$ cat src/rtl/focb_pkg.sv
/*
 * shared constants and types of the fast overcurrent blanking block:
 * register offsets, field layout, interval tables and cycle counts.
 * assumes a 100 mhz system clock.
 */
package focb_pkg;

  // ****************************************************************
  // clock and widths
  // ****************************************************************
  localparam int unsigned CLK_PERIOD_PS = 10000;
  localparam int unsigned PS_PER_NS     = 1000;
  localparam int unsigned ADDR_W        = 16;
  localparam int unsigned DATA_W        = 16;
  localparam int unsigned CNT_W         = 8;
  localparam int unsigned FRAC_W        = 16;
  localparam int unsigned COEF_W        = 42;

  // ****************************************************************
  // register map
  // ****************************************************************
  localparam logic [15:0] GAIN_COEF_ADDR  = 16'hfe3c;
  localparam logic [15:0] BLANK_DEB_ADDR  = 16'hfe3d;
  localparam logic [15:0] GAIN_COEF_RESET = 16'h0000;
  localparam logic [7:0]  BLANK_DEB_RESET = 8'h00;

  localparam int unsigned EXP_HI  = 15;
  localparam int unsigned EXP_LO  = 11;
  localparam int unsigned MANT_HI = 9;
  localparam int unsigned MANT_LO = 0;
  localparam int unsigned DEB_HI  = 4;
  localparam int unsigned DEB_LO  = 3;
  localparam int unsigned BLK_HI  = 2;
  localparam int unsigned BLK_LO  = 0;

  // ****************************************************************
  // interval tables, least times rounded up to cycles
  // ****************************************************************
  localparam int unsigned DEB_NS [4]  = '{40, 80, 120, 240};
  localparam int unsigned BLK_NS [8]  = '{40, 80, 120, 160,
                                          200, 400, 600, 800};

  typedef struct packed
  {
    logic signed [4:0] exponent;
    logic        [9:0] mantissa;
  } focb_gain_t;

  typedef struct packed
  {
    logic [1:0] debounce;
    logic [2:0] blanking;
  } focb_cfg_t;

  function automatic logic [CNT_W-1:0] ns_to_cycles(input int unsigned ns);
    int unsigned c;
    c = (ns * PS_PER_NS + CLK_PERIOD_PS - 1) / CLK_PERIOD_PS;
    if (c < 1)
    begin
      c = 1;
    end
    return c[CNT_W-1:0];
  endfunction

  function automatic logic [CNT_W-1:0] deb_cycles(input logic [1:0] code);
    return ns_to_cycles(DEB_NS[code]);
  endfunction

  function automatic logic [CNT_W-1:0] blk_cycles(input logic [2:0] code);
    return ns_to_cycles(BLK_NS[code]);
  endfunction

endpackage

$ cat src/rtl/focb_timer.sv
/*
 * interval counter: counts while run is high, clears when low,
 * saturates at the limit and flags done once the limit is reached.
 * assumes a synchronised active-low reset.
 */
`timescale 1ns/1ps
module focb_timer
  import focb_pkg::*;
(
  input  wire logic             clk_in,
  input  wire logic             rst_n_in,
  input  wire logic             run_in,
  input  wire logic [CNT_W-1:0] limit_in,
  output logic                  done_out
);
  import focb_pkg::*;

  logic [CNT_W-1:0] count_q;
  logic [CNT_W-1:0] count_d;
  wire              at_limit = (count_q >= limit_in);

  assign count_d  = !run_in  ? '0 :
                    at_limit ? count_q :
                    count_q + {{(CNT_W-1){1'b0}}, 1'b1};
  assign done_out = run_in && at_limit;

  always_ff @(posedge clk_in or negedge rst_n_in)
  begin
    if (!rst_n_in)
      count_q <= '0;
    else
      count_q <= count_d;
  end
endmodule

$ cat src/rtl/focb_top.sv
/*
 * fast overcurrent qualifier: leading edge blanking, debounce and
 * cycle-by-cycle pwm shut-off, plus the input current gain register.
 * assumes pwm request, on-time level, cycle start pulse and comparator
 * result are synchronous to clk_in; registers reached by a simple
 * address/write/read port.
 */
`timescale 1ns/1ps

module focb_top
  import focb_pkg::*;
#(
  parameter int unsigned NUM_PWM = 4
)
(
  input  wire logic                clk_in,
  input  wire logic                rst_n_in,
  input  wire logic [ADDR_W-1:0]   reg_addr_in,
  input  wire logic                reg_wr_in,
  input  wire logic [DATA_W-1:0]   reg_wdata_in,
  output logic      [DATA_W-1:0]   reg_rdata_out,
  input  wire logic [NUM_PWM-1:0]  pwm_req_in,
  input  wire logic                pwm_on_in,
  input  wire logic                cycle_start_in,
  input  wire logic                overcurrent_cmp_in,
  output logic      [NUM_PWM-1:0]  pwm_out,
  output logic                     trip_out,
  output logic                     blanking_out,
  output focb_pkg::focb_gain_t     gain_out,
  output logic signed [COEF_W-1:0] coef_out
);
  import focb_pkg::*;

  if (NUM_PWM < 1 || NUM_PWM > 32)
  begin : g_chk
    $error("NUM_PWM must be 1 to 32");
  end

  // field builders below assume 16-bit words
  if (DATA_W != 16 || ADDR_W != 16)
  begin : g_chk_bus
    $error("register port must be 16 bits wide");
  end

  // mantissa shifted up to 31 places, plus a sign bit
  localparam int unsigned MANT_W = MANT_HI - MANT_LO + 1;
  if (COEF_W < MANT_W + 32)
  begin : g_chk_coef
    $error("COEF_W too narrow for the coefficient");
  end

  // longest interval must fit the counters
  if ((BLK_NS[7] * PS_PER_NS) / CLK_PERIOD_PS >= (2 ** CNT_W))
  begin : g_chk_cnt
    $error("CNT_W too narrow for the longest interval");
  end

  // ****************************************************************
  // address decode
  // ****************************************************************
  function automatic logic addr_hit(input logic [ADDR_W-1:0] addr,
                                    input logic [ADDR_W-1:0] reg_at);
    return addr == reg_at;
  endfunction

  // ****************************************************************
  // reset release
  // ****************************************************************
  logic [1:0] rst_sync_q;
  wire        rst_n = rst_sync_q[1];

  always_ff @(posedge clk_in or negedge rst_n_in)
  begin
    if (!rst_n_in)
      rst_sync_q <= 2'b00;
    else
      rst_sync_q <= {rst_sync_q[0], 1'b1};
  end

  // ****************************************************************
  // registers
  // ****************************************************************
  focb_gain_t gain_q;
  focb_cfg_t  cfg_q;

  // reset words cut to the stored fields
  localparam focb_gain_t GAIN_RST = focb_gain_t'(
    {GAIN_COEF_RESET[EXP_HI:EXP_LO], GAIN_COEF_RESET[MANT_HI:MANT_LO]});
  localparam focb_cfg_t  CFG_RST  = focb_cfg_t'(
    {BLANK_DEB_RESET[DEB_HI:DEB_LO], BLANK_DEB_RESET[BLK_HI:BLK_LO]});

  wire              sel_gain = addr_hit(reg_addr_in, GAIN_COEF_ADDR);
  wire              sel_cfg  = addr_hit(reg_addr_in, BLANK_DEB_ADDR);
  wire              wr_gain  = reg_wr_in && sel_gain;
  wire              wr_cfg   = reg_wr_in && sel_cfg;
  wire [DATA_W-1:0] rd_gain = {gain_q.exponent, 1'b0, gain_q.mantissa};
  wire [DATA_W-1:0] rd_cfg  = {8'h00, 3'h0, cfg_q.debounce,
                               cfg_q.blanking};
  wire [DATA_W-1:0] rd_mux  = sel_gain ? rd_gain :
                              sel_cfg  ? rd_cfg :
                              16'h0000;

  always_ff @(posedge clk_in or negedge rst_n)
  begin
    if (!rst_n)
      gain_q <= GAIN_RST;
    else if (wr_gain)
      gain_q <= {reg_wdata_in[EXP_HI:EXP_LO],
                 reg_wdata_in[MANT_HI:MANT_LO]};
  end

  always_ff @(posedge clk_in or negedge rst_n)
  begin
    if (!rst_n)
      cfg_q <= CFG_RST;
    else if (wr_cfg)
      cfg_q <= {reg_wdata_in[DEB_HI:DEB_LO], reg_wdata_in[BLK_HI:BLK_LO]};
  end

  // read data follows the address one cycle later
  always_ff @(posedge clk_in or negedge rst_n)
  begin
    if (!rst_n)
      reg_rdata_out <= 16'h0000;
    else
      reg_rdata_out <= rd_mux;
  end

  // ****************************************************************
  // effective coefficient, fixed point with FRAC_W fraction bits
  // ****************************************************************
  // mantissa shifted by signed exponent
  wire signed [6:0]  shift_s = 7'(FRAC_W) + 7'(gain_q.exponent);
  wire [COEF_W-1:0]  coef_d  = {{(COEF_W-MANT_W){1'b0}}, gain_q.mantissa}
                               << shift_s[5:0];

  // ****************************************************************
  // blanking and debounce
  // ****************************************************************
  logic             blank_done;
  logic             deb_done;
  logic             trip_q;
  logic             trip_d;
  wire [CNT_W-1:0]  blk_lim = blk_cycles(cfg_q.blanking);
  wire [CNT_W-1:0]  deb_lim = deb_cycles(cfg_q.debounce);

  // blanking timer restarts with each on-time
  focb_timer u_blank (
    .clk_in   (clk_in),
    .rst_n_in (rst_n),
    .run_in   (pwm_on_in),
    .limit_in (blk_lim),
    .done_out (blank_done)
  );

  wire blank_active = pwm_on_in && !blank_done;
  wire qualify      = overcurrent_cmp_in && pwm_on_in && !blank_active;

  // continuous above-limit count, cleared on drop
  focb_timer u_deb (
    .clk_in   (clk_in),
    .rst_n_in (rst_n),
    .run_in   (qualify),
    .limit_in (deb_lim),
    .done_out (deb_done)
  );

  // latch trip; new cycle clears, trip wins a tie
  assign trip_d = deb_done ? 1'b1 :
                  cycle_start_in ? 1'b0 : trip_q;

  always_ff @(posedge clk_in or negedge rst_n)
  begin
    if (!rst_n)
      trip_q <= 1'b0;
    else
      trip_q <= trip_d;
  end

  always_ff @(posedge clk_in or negedge rst_n)
  begin
    if (!rst_n)
      pwm_out <= '0;
    else
      pwm_out <= trip_d ? '0 : pwm_req_in;
  end

  // blanking seen by the qualifier, one cycle late
  always_ff @(posedge clk_in or negedge rst_n)
  begin
    if (!rst_n)
      blanking_out <= 1'b0;
    else
      blanking_out <= blank_active;
  end

  // registered copies of the gain word and coefficient
  always_ff @(posedge clk_in or negedge rst_n)
  begin
    if (!rst_n)
    begin
      coef_out <= '0;
      gain_out <= GAIN_RST;
    end
    else
    begin
      coef_out <= coef_d;
      gain_out <= gain_q;
    end
  end

  assign trip_out = trip_q;
endmodule

$ cat config.mk
export PLATFORM = sky130hd
export DESIGN_NAME = focb_top
export DESIGN_NICKNAME = d
export VERILOG_FILES = /design/src/rtl/focb_pkg.sv /design/src/rtl/focb_timer.sv /design/src/rtl/focb_top.sv
export SDC_FILE = /design/constraint.sdc
export NUM_CORES = 1
export LEC_CHECK = 0
export BUFFER_PORTS_ARGS = -buffer_cell sky130_fd_sc_hd__buf_2
export CAP_MARGIN = 20
export CELL_PAD_IN_SITES_DETAIL_PLACEMENT = 0
export CELL_PAD_IN_SITES_GLOBAL_PLACEMENT = 1
export CORE_MARGIN = 1.5
export CORE_UTILIZATION = 45
export DETAILED_ROUTE_END_ITERATION = 8
export GPL_TIMING_DRIVEN = 1
export PLACE_DENSITY_LB_ADDON = 0.1
export SLEW_MARGIN = 25
export SYNTH_ARGS = -nofsm -noshare
export SYNTH_HDL_FRONTEND = slang
export SYNTH_HIERARCHICAL = 1
export SYNTH_SLANG_ARGS = --single-unit
$ cat constraint.sdc
create_clock -name clk_in -period 4.3 [get_ports clk_in]
set_input_delay 1.075 -clock clk_in [delete_from_list [all_inputs] [get_ports clk_in]]
set_output_delay 1.075 -clock clk_in [all_outputs]
set_load 0.05 [all_outputs]
* After elaboration in Yosys (flattened, before gate mapping) *
Memory sizes are Yosys's and may differ from the RTL's.
Index checks and enable logic that the tools add are counted.

cells by class
  shift-type cells = 1
  divide/modulo/power cells = 2
  multiplexer cells = 16
  reduce and logical (&&, ||, !) cells = 9
  bitwise gates (word level) = 2
  add/sub/neg operators = 7
  magnitude comparators = 6
  multipliers = 2
  equality and inequality tests = 4

operator list
  cell                                                                            number
  32-bit 2-to-1 mux                                                               4
  32-bit by 14-bit adder with 32-bit output (second input constant)               2
  32-bit binary-select mux with 2-bit select                                      1
  32-bit by 14-bit divider with 32-bit output (second input constant)             2
  32-bit by 1-bit less-than comparator with 1-bit output (second input constant)  2
  32-bit by 7-bit multiplier with 29-bit output (second input constant)           2
  32-bit by 1-bit subtractor with 32-bit output (second input constant)           2
  8-bit 2-to-1 mux                                                                6
  10-bit by 6-bit left shift with 42-bit output                                   1
  16-bit == test (second input constant)                                          2
  8-bit by 1-bit adder with 8-bit output (second input constant)                  2
  8-bit >= comparator                                                             2
  16-bit 2-to-1 mux                                                               1
  1-bit logical AND                                                               7
  6-bit by 5-bit adder with 6-bit output (first input constant)                   1
  5-bit 2-to-1 mux                                                                1
  4-bit >= comparator (second input constant)                                     1
  4-bit 2-to-1 mux                                                                1
  2-bit != test (second input constant)                                           2
  3-bit NOT with 4-bit output                                                     1
  3-bit >= comparator (second input constant)                                     1
  2-bit NOT with 3-bit output                                                     1
  1-bit logical NOT                                                               2
  1-bit 2-to-1 mux                                                                2

word-level totals
  flip-flop bits (word level) = 117
  output and inout bits = 79
  RAM bits = 0
  bits of input ports = 42
  memories = 1
  memory bits (read-only) = 256
  bits in latches = 0

memory list
  memory            depth  width  rd ports  clocked after Yosys merged registers in  write ports  RTL line        text
  (name not given)  8      32     1         0                                        0            focb_pkg.sv:70  return ns_to_cycles(BLK_NS[code]);

* Longest topological paths before layout *
Gate-level depths: netlist (run 1).

  depth after elaboration = 19
  gate-level depth with buffers = 67

* Modules after synthesis *
Netlist (run 1), hierarchy kept.

by module, submodules not included
  module      instances  area an instance (um^2)  cells each
  focb_top    1          9930.8                   1179
  focb_timer  2          611.8                    68

* Worst setup path after synthesis (run 1) *
OpenSTA, ideal clock, no wires.

  path kind = reg-to-reg
  from = register cfg_q[0] (netlist bit)
  to = register pwm_out[0]
  path buffers = 6
  data arrival time = 13916 ps
  stages on the path, launching flop included = 63
  required time = 4181 ps
  setup time = 119 ps
  path slack = -9735 ps
  clock period less this slack = 14035 ps
  cells stage by stage = dfrtp_1 -> buf_2 -> inv_1 -> ha_1 -> clkbuf_1 -> a21boi_0 -> inv_1 -> xnor2_1 -> ha_1 -> or2_2 -> fa_1 -> fa_1 -> ha_1 -> ha_1 -> a21o_1 -> a2111oi_0 -> o311a_1 -> nor2_1 -> (+27 left out) -> o21ai_0 -> a221oi_1 -> o21ai_0 -> a41oi_1 -> nand4_1 -> a211oi_1 -> nand3_1 -> ha_1 -> nor3b_1 -> o21a_1 -> o21ai_2 -> buf_2 -> and2_1 -> and3_1 -> clkbuf_1 -> and2_1 -> a21oi_1 -> and2_1

between the ends
  cells in the longest elaborated chain, start to end = 19

ends and longest elaborated chain
  item                                                    RTL line          text
  from (decl)                                             focb_top.sv:84    focb_cfg_t cfg_q;
  from (signal assigned)                                  focb_top.sv:117   cfg_q <= {reg_wdata_in[DEB_HI:DEB_LO], reg_wdata_in[BLK_HI:BLK_LO]};
  3-bit NOT with 4-bit output (implied by the code) *     focb_pkg.sv:70
  memory read 8 x 32 bit *                                -
  32-bit 2-to-1 mux (implied by the code) * (2 in a row)  focb_pkg.sv:70
  32-bit by 7-bit multiplier with 29-bit output *         focb_pkg.sv:57    c = (ns * PS_PER_NS + CLK_PERIOD_PS - 1) / CLK_PERIOD_PS;
  32-bit by 14-bit adder with 32-bit output *             focb_pkg.sv:57
  32-bit by 1-bit subtractor with 32-bit output *         focb_pkg.sv:57
  32-bit by 14-bit divider with 32-bit output *           focb_pkg.sv:57
  32-bit by 1-bit less-than comparator with 1-bit output  focb_pkg.sv:58    if (c < 1)
  (+1 left out)                                           -
  via blk_lim[2]                                          focb_top.sv:144   wire [CNT_W-1:0] blk_lim = blk_cycles(cfg_q.blanking);
  (+2 left out)                                           -
  via blank_done                                          focb_top.sv:140   logic blank_done;
  (+1 left out)                                           -
  1-bit logical AND *                                     focb_top.sv:156   wire blank_active = pwm_on_in && !blank_done;
  1-bit logical NOT *                                     focb_top.sv:157   wire qualify = overcurrent_cmp_in && pwm_on_in && !blank_active;
  1-bit logical AND *                                     focb_top.sv:157
  via qualify                                             focb_top.sv:157
  1-bit logical AND *                                     focb_timer.sv:25  assign done_out = run_in && at_limit;
  via deb_done                                            focb_top.sv:141   logic deb_done;
  1-bit 2-to-1 mux *                                      focb_top.sv:169   assign trip_d = deb_done ? 1'b1 :
  4-bit 2-to-1 mux *                                      focb_top.sv:185   pwm_out <= trip_d ? '0 : pwm_req_in;
  to (signal assigned)                                    focb_top.sv:185
  to (decl)                                               focb_top.sv:26    output logic [NUM_PWM-1:0] pwm_out,

Mark *: on every way through the listed nets, which the timed path passes. The rest lies on a longest branch. The select of a mux whose other input is x is not followed.
A chain may end at the register's enable or synchronous reset.

* Worst setup path after layout (run 1) *
  from = register cfg_q[0] (netlist bit)
  to = register pwm_out[2]

The elaborated chain is that of the path after synthesis.

==> summary.txt, run 1 <==
Status
  • Status: complete, but fails checks
  • Failing checks: negative setup slack

Critical path
  • Cell mode on critical path: buf_4
  • R2R cell count: 60
  • Crit Reg-Reg Startpoint: cfg_q[0]$_DFFE_PN0P_
  • Worst R2R End: pwm_out[2]$_DFF_PN0_
  • Critical Path AT: 12580 ps
  • Slowest stage delay, CP: 560 ps
  • Crit end category: flop
  • Max FO, Critical Path: 8
  • R2r setup slk: -7930 ps
  • CP startpoint: cfg_q[0]$_DFFE_PN0P_
  • Setup crit start kind: flop
  • Worst Path Required: 4650 ps
  • Setup CP Type: reg -> reg
  • Slowest stage cell, crit path: fa_1

Route
  • Drt first pass iters: 7
  • DRC viols: 0
  • Wirelength per Cell: 16.7 um
  • Vias per cell: 5.51
  • Drt initial violations: 722
  • DR vias: 11900
  • Antenna Nets Post-Route: 0
  • Drt total wl: 36000 um

Floorplan
  • Die width: 160 um
  • Rows: 57
  • Die footprint: 0.0257 mm2
  • Die Y: 160 um
  • Starting Density: 45.9%
  • Core area: 0.0243 mm2
  • Ports: 121

CTS
  • CTS tree: done
  • Buffer type at the clock tree root: clkbuf_16
  • Later-pin clock latency in the skew report: 410 ps
  • H-tree Lvls: 4
  • Cts hold-fix bufs: 0
  • Clock Pin Slew Worst Setup and Hold Paths: 60 ps
  • Num CTS Buffers: 17
  • Longest Clk Path Bufs: 2
  • TritonCTS sink count: 115

GRT
  • First-pass GRT wire length: 59500 um
  • Grt ovf: 0
  • Number of global-route vias before repair: 12000
  • Largest net degree at the start of global routing: 59
  • Initial antenna violation count: 0
  • GRT Total Usage: 28.1%

Synth
  • Cells after Synth: 1315
  • Yosys warns: 6
  • Library cells used by synthesis: 105
  • Post-synthesis cell area: 0.0112 mm2
  • Synthesized area per cell: 8.48 um2
  • Post-synth top area cell: dfrtp_1
  • Post-synth EDFFs: 0
  • Ranking of synthesized cells by area: dfrtp_1 (26%), ha_1 (9.5%), nor2_1 (4.3%)
  • #FFs+latches synth: 115
  • Main synth FF type: dfrtp_1
  • Ys async rst share: 100%
  • Sequential element share of the synthesized area: 25.8%
  • Synth top area share: 25.8%

Place
  • Pre-CTS setup slack: -8290 ps
  • Detail Placement HPWL: 27800 um
  • Buffers added on ports: 117
  • Final GP Congestion: 0.913
  • Inst Count DP: 2100

Cells and area
  • Fin util: 68.0%
  • Number of fill cells in the layout: 2026
  • Cell Count, Final, Fillers Out: 2159
  • Layout Nets: 1960
  • Area delta synth->final: 48.3%
  • Most frequent cells in the layout: buf_4 (408), buf_2 (117), nor2_1 (115)
  • Most common cell after layout, fill and taps aside: buf_4
  • Ant diodes: 0
  • Layout cells sized above 1: 42.8%

Power and ir drop
  • Pwr dens: 178 mW/mm2
  • VDD IR max: 270 uV
  • Lkg Pwr: 7.89 nW
  • Overall Power: 0.00295 W

STA
  • Setup TNS: -171810 ps
  • Min Tclk post-route: 12230 ps
  • Slew Viols, Final: 0
  • Setup-failing EPs final: 22
  • Final hold violations: 0
  • Final Skew: 8.88 ps
  • Final worst-path cycle share: 284%
  • Worst Tran Pin Value: 769 ps
  • Setup ws final: -7930 ps
  • RSZ-0062 raised after global routing: true
  • Max Clk Rate: 81.8 MHz
  • Slew headroom: 48.7%

Run
  • Max-cap check violation count: 0

Hold path
  • Worst hold path type: reg -> reg
  • Worst Hold Launch: rst_sync_q[0]$_DFF_PN0_
  • Worst Hold Depth: 0
  • Hold Path End: rst_sync_q[1]$_DFF_PN0_
==> where the power goes <==
group          switching (W)  internal, W  total [W]  leakage [nW]
registers          0.0000150      0.00109    0.00110          1.56
clock network       0.000525     0.000873    0.00140         0.279
logic               0.000227     0.000224   0.000451          6.05
total               0.000767      0.00219    0.00295          7.89
==> layer usage <==
layer	up-vias	track usage, %	share of wire [%]
li1	5855	-	-
met5	-	0	0
met2	276	50.4	50
met3	56	3.20	3.5
met4	0	8.03	2.0
met1	5713	35.6	44
==> synth_stat cells, types with 6 or more instances <==
| cell type | instances |
|---|---|
| a2111oi_0 | 6 |
| a211o_1 | 8 |
| a211oi_1 | 13 |
| a211oi_2 | 8 |
| a21boi_0 | 16 |
| a21o_1 | 16 |
| a21oi_1 | 66 |
| a22oi_1 | 6 |
| a31oi_1 | 17 |
| and2_1 | 35 |
| and3_1 | 13 |
| buf_2 | 7 |
| clkbuf_1 | 31 |
| dfrtp_1 | 115 |
| fa_1 | 11 |
| ha_1 | 85 |
| inv_1 | 69 |
| mux2_2 | 26 |
| mux2i_1 | 41 |
| nand2_1 | 104 |
| nand2b_1 | 14 |
| nand3_1 | 29 |
| nand4_1 | 15 |
| nor2_1 | 127 |
| nor2b_1 | 8 |
| nor3_1 | 32 |
| nor4_1 | 11 |
| o2111ai_1 | 8 |
| o211a_1 | 7 |
| o211ai_1 | 18 |
| o21a_1 | 16 |
| o21ai_0 | 60 |
| o21ai_1 | 11 |
| o22ai_1 | 13 |
| o31ai_1 | 16 |
| or2_2 | 12 |
| or3_1 | 19 |
| or4_1 | 6 |
| xnor2_1 | 51 |
| xor2_1 | 8 |
==> critical path: cells and delay by family, from the launching register on <==
| family | cells | cell delay (ps) |
|---|---|---|
| AO/OA/AOI/OAI | 25 | 4710 |
| adder cells (fa/ha/maj) | 8 | 2380 |
| AND/OR/NAND/NOR | 13 | 2350 |
| buffers and inverters | 10 | 1310 |
| multiplexers | 2 | 650 |
| flip-flops | 1 | 430 |
| XOR/XNOR | 2 | 340 |
==> flip-flops by register name, indices dropped and copies added, names as in the netlist <==
register         cells
u_deb/count_q        8
pwm_out              4
cfg_q                5
gain_out            15
gain_q              15
blanking_out         1
reg_rdata_out       15
trip_out             1
coef_out            41
rst_sync_q           2
u_blank/count_q      8
==> area by class of cell <==
cell class / instances / area (um2) / area share, %
inverter: 76 / 289 / 1.75
sequential: 115 / 2880 / 17.4
timing repair buffer: 535 / 3780 / 22.8
tap: 324 / 405 / 2.45
clock inverter: 14 / 153 / 0.923
clock buffer: 18 / 439 / 2.65
multi-input combinational: 1077 / 8600 / 52.0
==> worst max path at each step <==
stage | end | slack (ps) | cells after the start
floorplan | pwm_out[0]$_DFF_PN0_ | -8400 | 63
global placement | pwm_out[0]$_DFF_PN0_ | -8040 | 61
detailed placement | pwm_out[2]$_DFF_PN0_ | -8290 | 59
CTS | pwm_out[2]$_DFF_PN0_ | -7820 | 60
global route | u_blank/count_q[5]$_DFFE_PN0P_ | -8650 | 59
finish | pwm_out[2]$_DFF_PN0_ | -7930 | 60
==> cells by family after synthesis <==
kind of cell | count (synthesis) | share of synthesized area [%]
buffers and inverters | 127 | 4.72
AND/OR/NAND/NOR | 457 | 20.6
other | 2 | 0.0673
multiplexers | 69 | 6.54
flip-flops | 115 | 25.8
AO/OA/AOI/OAI | 389 | 26.0
XOR/XNOR | 60 | 4.78
adder cells (fa/ha/maj) | 96 | 11.5
==> what timing repair did <==
action	4_1_cts	5_1_grt
gates cloned	0	0
endpoints found under the setup margin	22	22
gates resized for setup	96	38
pin swaps	47	41
buffers inserted	20	7
==> per-stage QoR <==
step | hold WS (ps) | instance area (um2)
4_1_cts | 359 | 16300
5_1_grt | 373 | 16500
3_3_place_gp | 338 | 15100
2_1_floorplan | 331 | 11500
3_5_place_dp | 341 | 15100
6_report | 353 | 16500
(Power assumes the default switching activity.)
==> run 2: changes to the inputs <==
--- a/config.mk
+++ b/config.mk
@@ -15,4 +15,5 @@
 export GPL_TIMING_DRIVEN = 1
 export PLACE_DENSITY_LB_ADDON = 0.1
+export RECOVER_POWER = 25
 export SLEW_MARGIN = 25
 export SYNTH_ARGS = -nofsm -noshare
==> constraint.sdc (replaced) <==
create_clock -name clk_in -period 13.65 [get_ports clk_in]
set_input_delay 3.4125 -clock clk_in [delete_from_list [all_inputs] [get_ports clk_in]]
set_output_delay 3.4125 -clock clk_in [all_outputs]
set_load 0.1 [all_outputs]
==> summary.txt, run 2 (synthesis gave the netlist of run 1 again) <==
STA
  • Min Tclk post-route: 13020 ps (+796 ps)
  • Setup-failing EPs final: 0 (-100%)
  • Max Clk Rate: 76.8 MHz (-6.1%)
  • Slew headroom: -121% (-170 points)
  • Final worst-path cycle share: 95.4% (-190 points)
  • Final hold violations: 0 (unchanged)
  • Final Skew: 12.0 ps (+3.15 ps)
  • Final hold slack: 354 ps (+1.47 ps)
  • Worst Tran Pin Value: 3310 ps (+2540 ps)
  • Slew Viols, Final: 116 (+116)

Critical path
  • Setup crit start kind: flop
  • Slowest stage cell, crit path: fa_1
  • Critical Path AT: 13310 ps (+730 ps)
  • Slowest stage delay, CP: 490 ps (-70 ps)
  • Setup CP Type: reg -> reg
  • Cell mode on critical path: ha_1
  • Max FO, Critical Path: 8 (unchanged)
  • Crit end category: flop
  • R2r setup slk: 630 ps (+8550 ps)
  • Worst Path Required: 13930 ps (+9280 ps)

Place
  • Buffers added on ports: 117 (unchanged)
  • Detail Placement HPWL: 24700 um (-11%)
  • Inst Count DP: 1812 (-14%)
  • Final GP Congestion: 0.869 (-4.8%)

Cells and area
  • Area delta synth->final: 24.8%
  • Layout cells sized above 1: 28.1% (-15 points)
  • Fin util: 57.2% (-11 points)
  • Most frequent cells in the layout: nor2_1 (119), buf_2 (117), buf_4 (114)
  • Cell Count, Final, Fillers Out: 1861 (-14%)
  • Largest Register: coef_out
  • Layout Nets: 1661 (-15%)
  • Max reg flops: 41 (unchanged)
  • Most common cell after layout, fill and taps aside: nor2_1

GRT
  • GRT Total Usage: 24.7% (-3.5 points)
  • First-pass GRT wire length: 52100 um (-12%)
  • Initial antenna violation count: 1 (+1)
  • Largest net degree at the start of global routing: 63 (+6.8%)
  • Number of global-route vias before repair: 9998 (-17%)
  • Grt ovf: 0 (unchanged)

Floorplan
  • Starting Density: 45.9% (unchanged)
  • Core area: 0.0243 mm2 (unchanged)
  • Die Y: 160 um (unchanged)
  • Die footprint: 0.0257 mm2 (unchanged)
  • Rows: 57 (unchanged)
  • Die width: 160 um (unchanged)
  • Ports: 121 (unchanged)

CTS
  • CTS tree: done
  • Clock Pin Slew Worst Setup and Hold Paths: 60 ps (about the same)
  • Buffer type at the clock tree root: clkbuf_16
  • Longest Clk Path Bufs: 2 (unchanged)
  • H-tree Lvls: 4 (unchanged)
  • TritonCTS sink count: 115 (unchanged)
  • Cts hold-fix bufs: 0 (unchanged)
  • Num CTS Buffers: 17 (unchanged)
  • Later-pin clock latency in the skew report: 410 ps (about the same)

Power and ir drop
  • Pwr dens: 65.4 mW/mm2 (-63%)
  • Lkg Pwr: 6.39 nW (-19%)
  • VDD IR max: 98.5 uV (-64%)

Status
  • Status: complete, but fails checks
  • Failing checks: max-capacitance violations, max-slew violations

Route
  • DRC viols: 0 (unchanged)
  • Antenna Nets Post-Route: 0 (unchanged)
  • Drt first pass iters: 5 (-2)
  • Drt total wl: 32300 um (-10%)
  • Vias per cell: 5.74 (+4.1%)
  • Drt initial violations: 656 (-9.1%)
  • Wirelength per Cell: 17.4 um (+4.2%)
  • DR vias: 10700 (-10%)

Run
  • Max-cap check violation count: 2 (+2)

Hold path
  • Worst hold path type: reg -> reg
==> run 2: cell types whose count changed in the layout (fill, tap and decap cells not counted), moves of 5 or more <==
cell      previous run  this run
buf_4              408       114
a21boi_2             9         0
ha_1                72        81
a21boi_0             6        14
o21ai_2             12         4
o21ai_0             50        57
a21oi_1             57        62
buf_6                8         3
ha_2                 5         0
==> run 2: final timing paths <==
path                                         start                      end  cells after the start
setup / recovery              cfg_q[1]$_DFFE_PN0P_     pwm_out[0]$_DFF_PN0_                     61
hold / removal             rst_sync_q[0]$_DFF_PN0_  rst_sync_q[1]$_DFF_PN0_                      0
setup reg to reg              cfg_q[1]$_DFFE_PN0P_     pwm_out[0]$_DFF_PN0_                     61
hold reg to reg            rst_sync_q[0]$_DFF_PN0_  rst_sync_q[1]$_DFF_PN0_                      0
max in group asynchronous  rst_sync_q[1]$_DFF_PN0_     cfg_q[2]$_DFFE_PN0P_                      1
min in group asynchronous  rst_sync_q[1]$_DFF_PN0_   coef_out[10]$_DFF_PN0_                      0
==> run 2: report_power, final <==
part	switching, W	total (W)	internal (W)	leakage [nW]
logic	0.0000698	0.000119	0.0000494	4.54
registers	0.00000418	0.000347	0.000343	1.56
clock network	0.000170	0.000444	0.000274	0.288
total	0.000244	0.000910	0.000666	6.39
==> run 2: metrics by stage <==
stage	setup TNS [ps]	setup slack (ps)	power, W	cell area [um2]
after floorplan	0	25.3	0.000431	11200
after global placement	0	227	0.000466	12700
after detailed placement	0	175	0.000466	12700
after CTS	0	84.3	0.000912	13300
after global routing	-75.4	-23.2	0.000945	13900
final	0	625	0.000910	13900
==> run 2: worst max-delay path, delay by kind of cell, from the launching register on <==
family	cells	cell delay [ps]
DFF	1	480
xor gates and xnor gates	3	630
AOI/OAI and AO/OA	27	5830
and+or+nand+nor	13	2370
buffers and inverters	10	1130
adders and majority gates	8	2490
==> run 2: what timing repair did <==
item,in CTS,in global routing
buffers inserted,0,16
resized for setup,0,98
endpoints found under the setup margin,0,22
==> run 2: cell type report <==
cell class | count | area (um2)
clock buffer | 17 | 425
clock inverter | 15 | 170
tap | 324 | 405
fill | 2274 | 10400
inverter | 76 | 285
multi-input combinational | 1077 | 8250
sequential | 115 | 2880
antenna | 1 | 2.50
timing repair buffer | 236 | 1500
==> run 2: layer usage <==
layer  track usage (%)  up-vias  share of wire, %
met5                 0        -                 0
met4              4.97        0               1.4
met3              3.33       34               3.9
li1                  -     5261                 -
met1              35.4     5117                48
met2              39.6      264                47
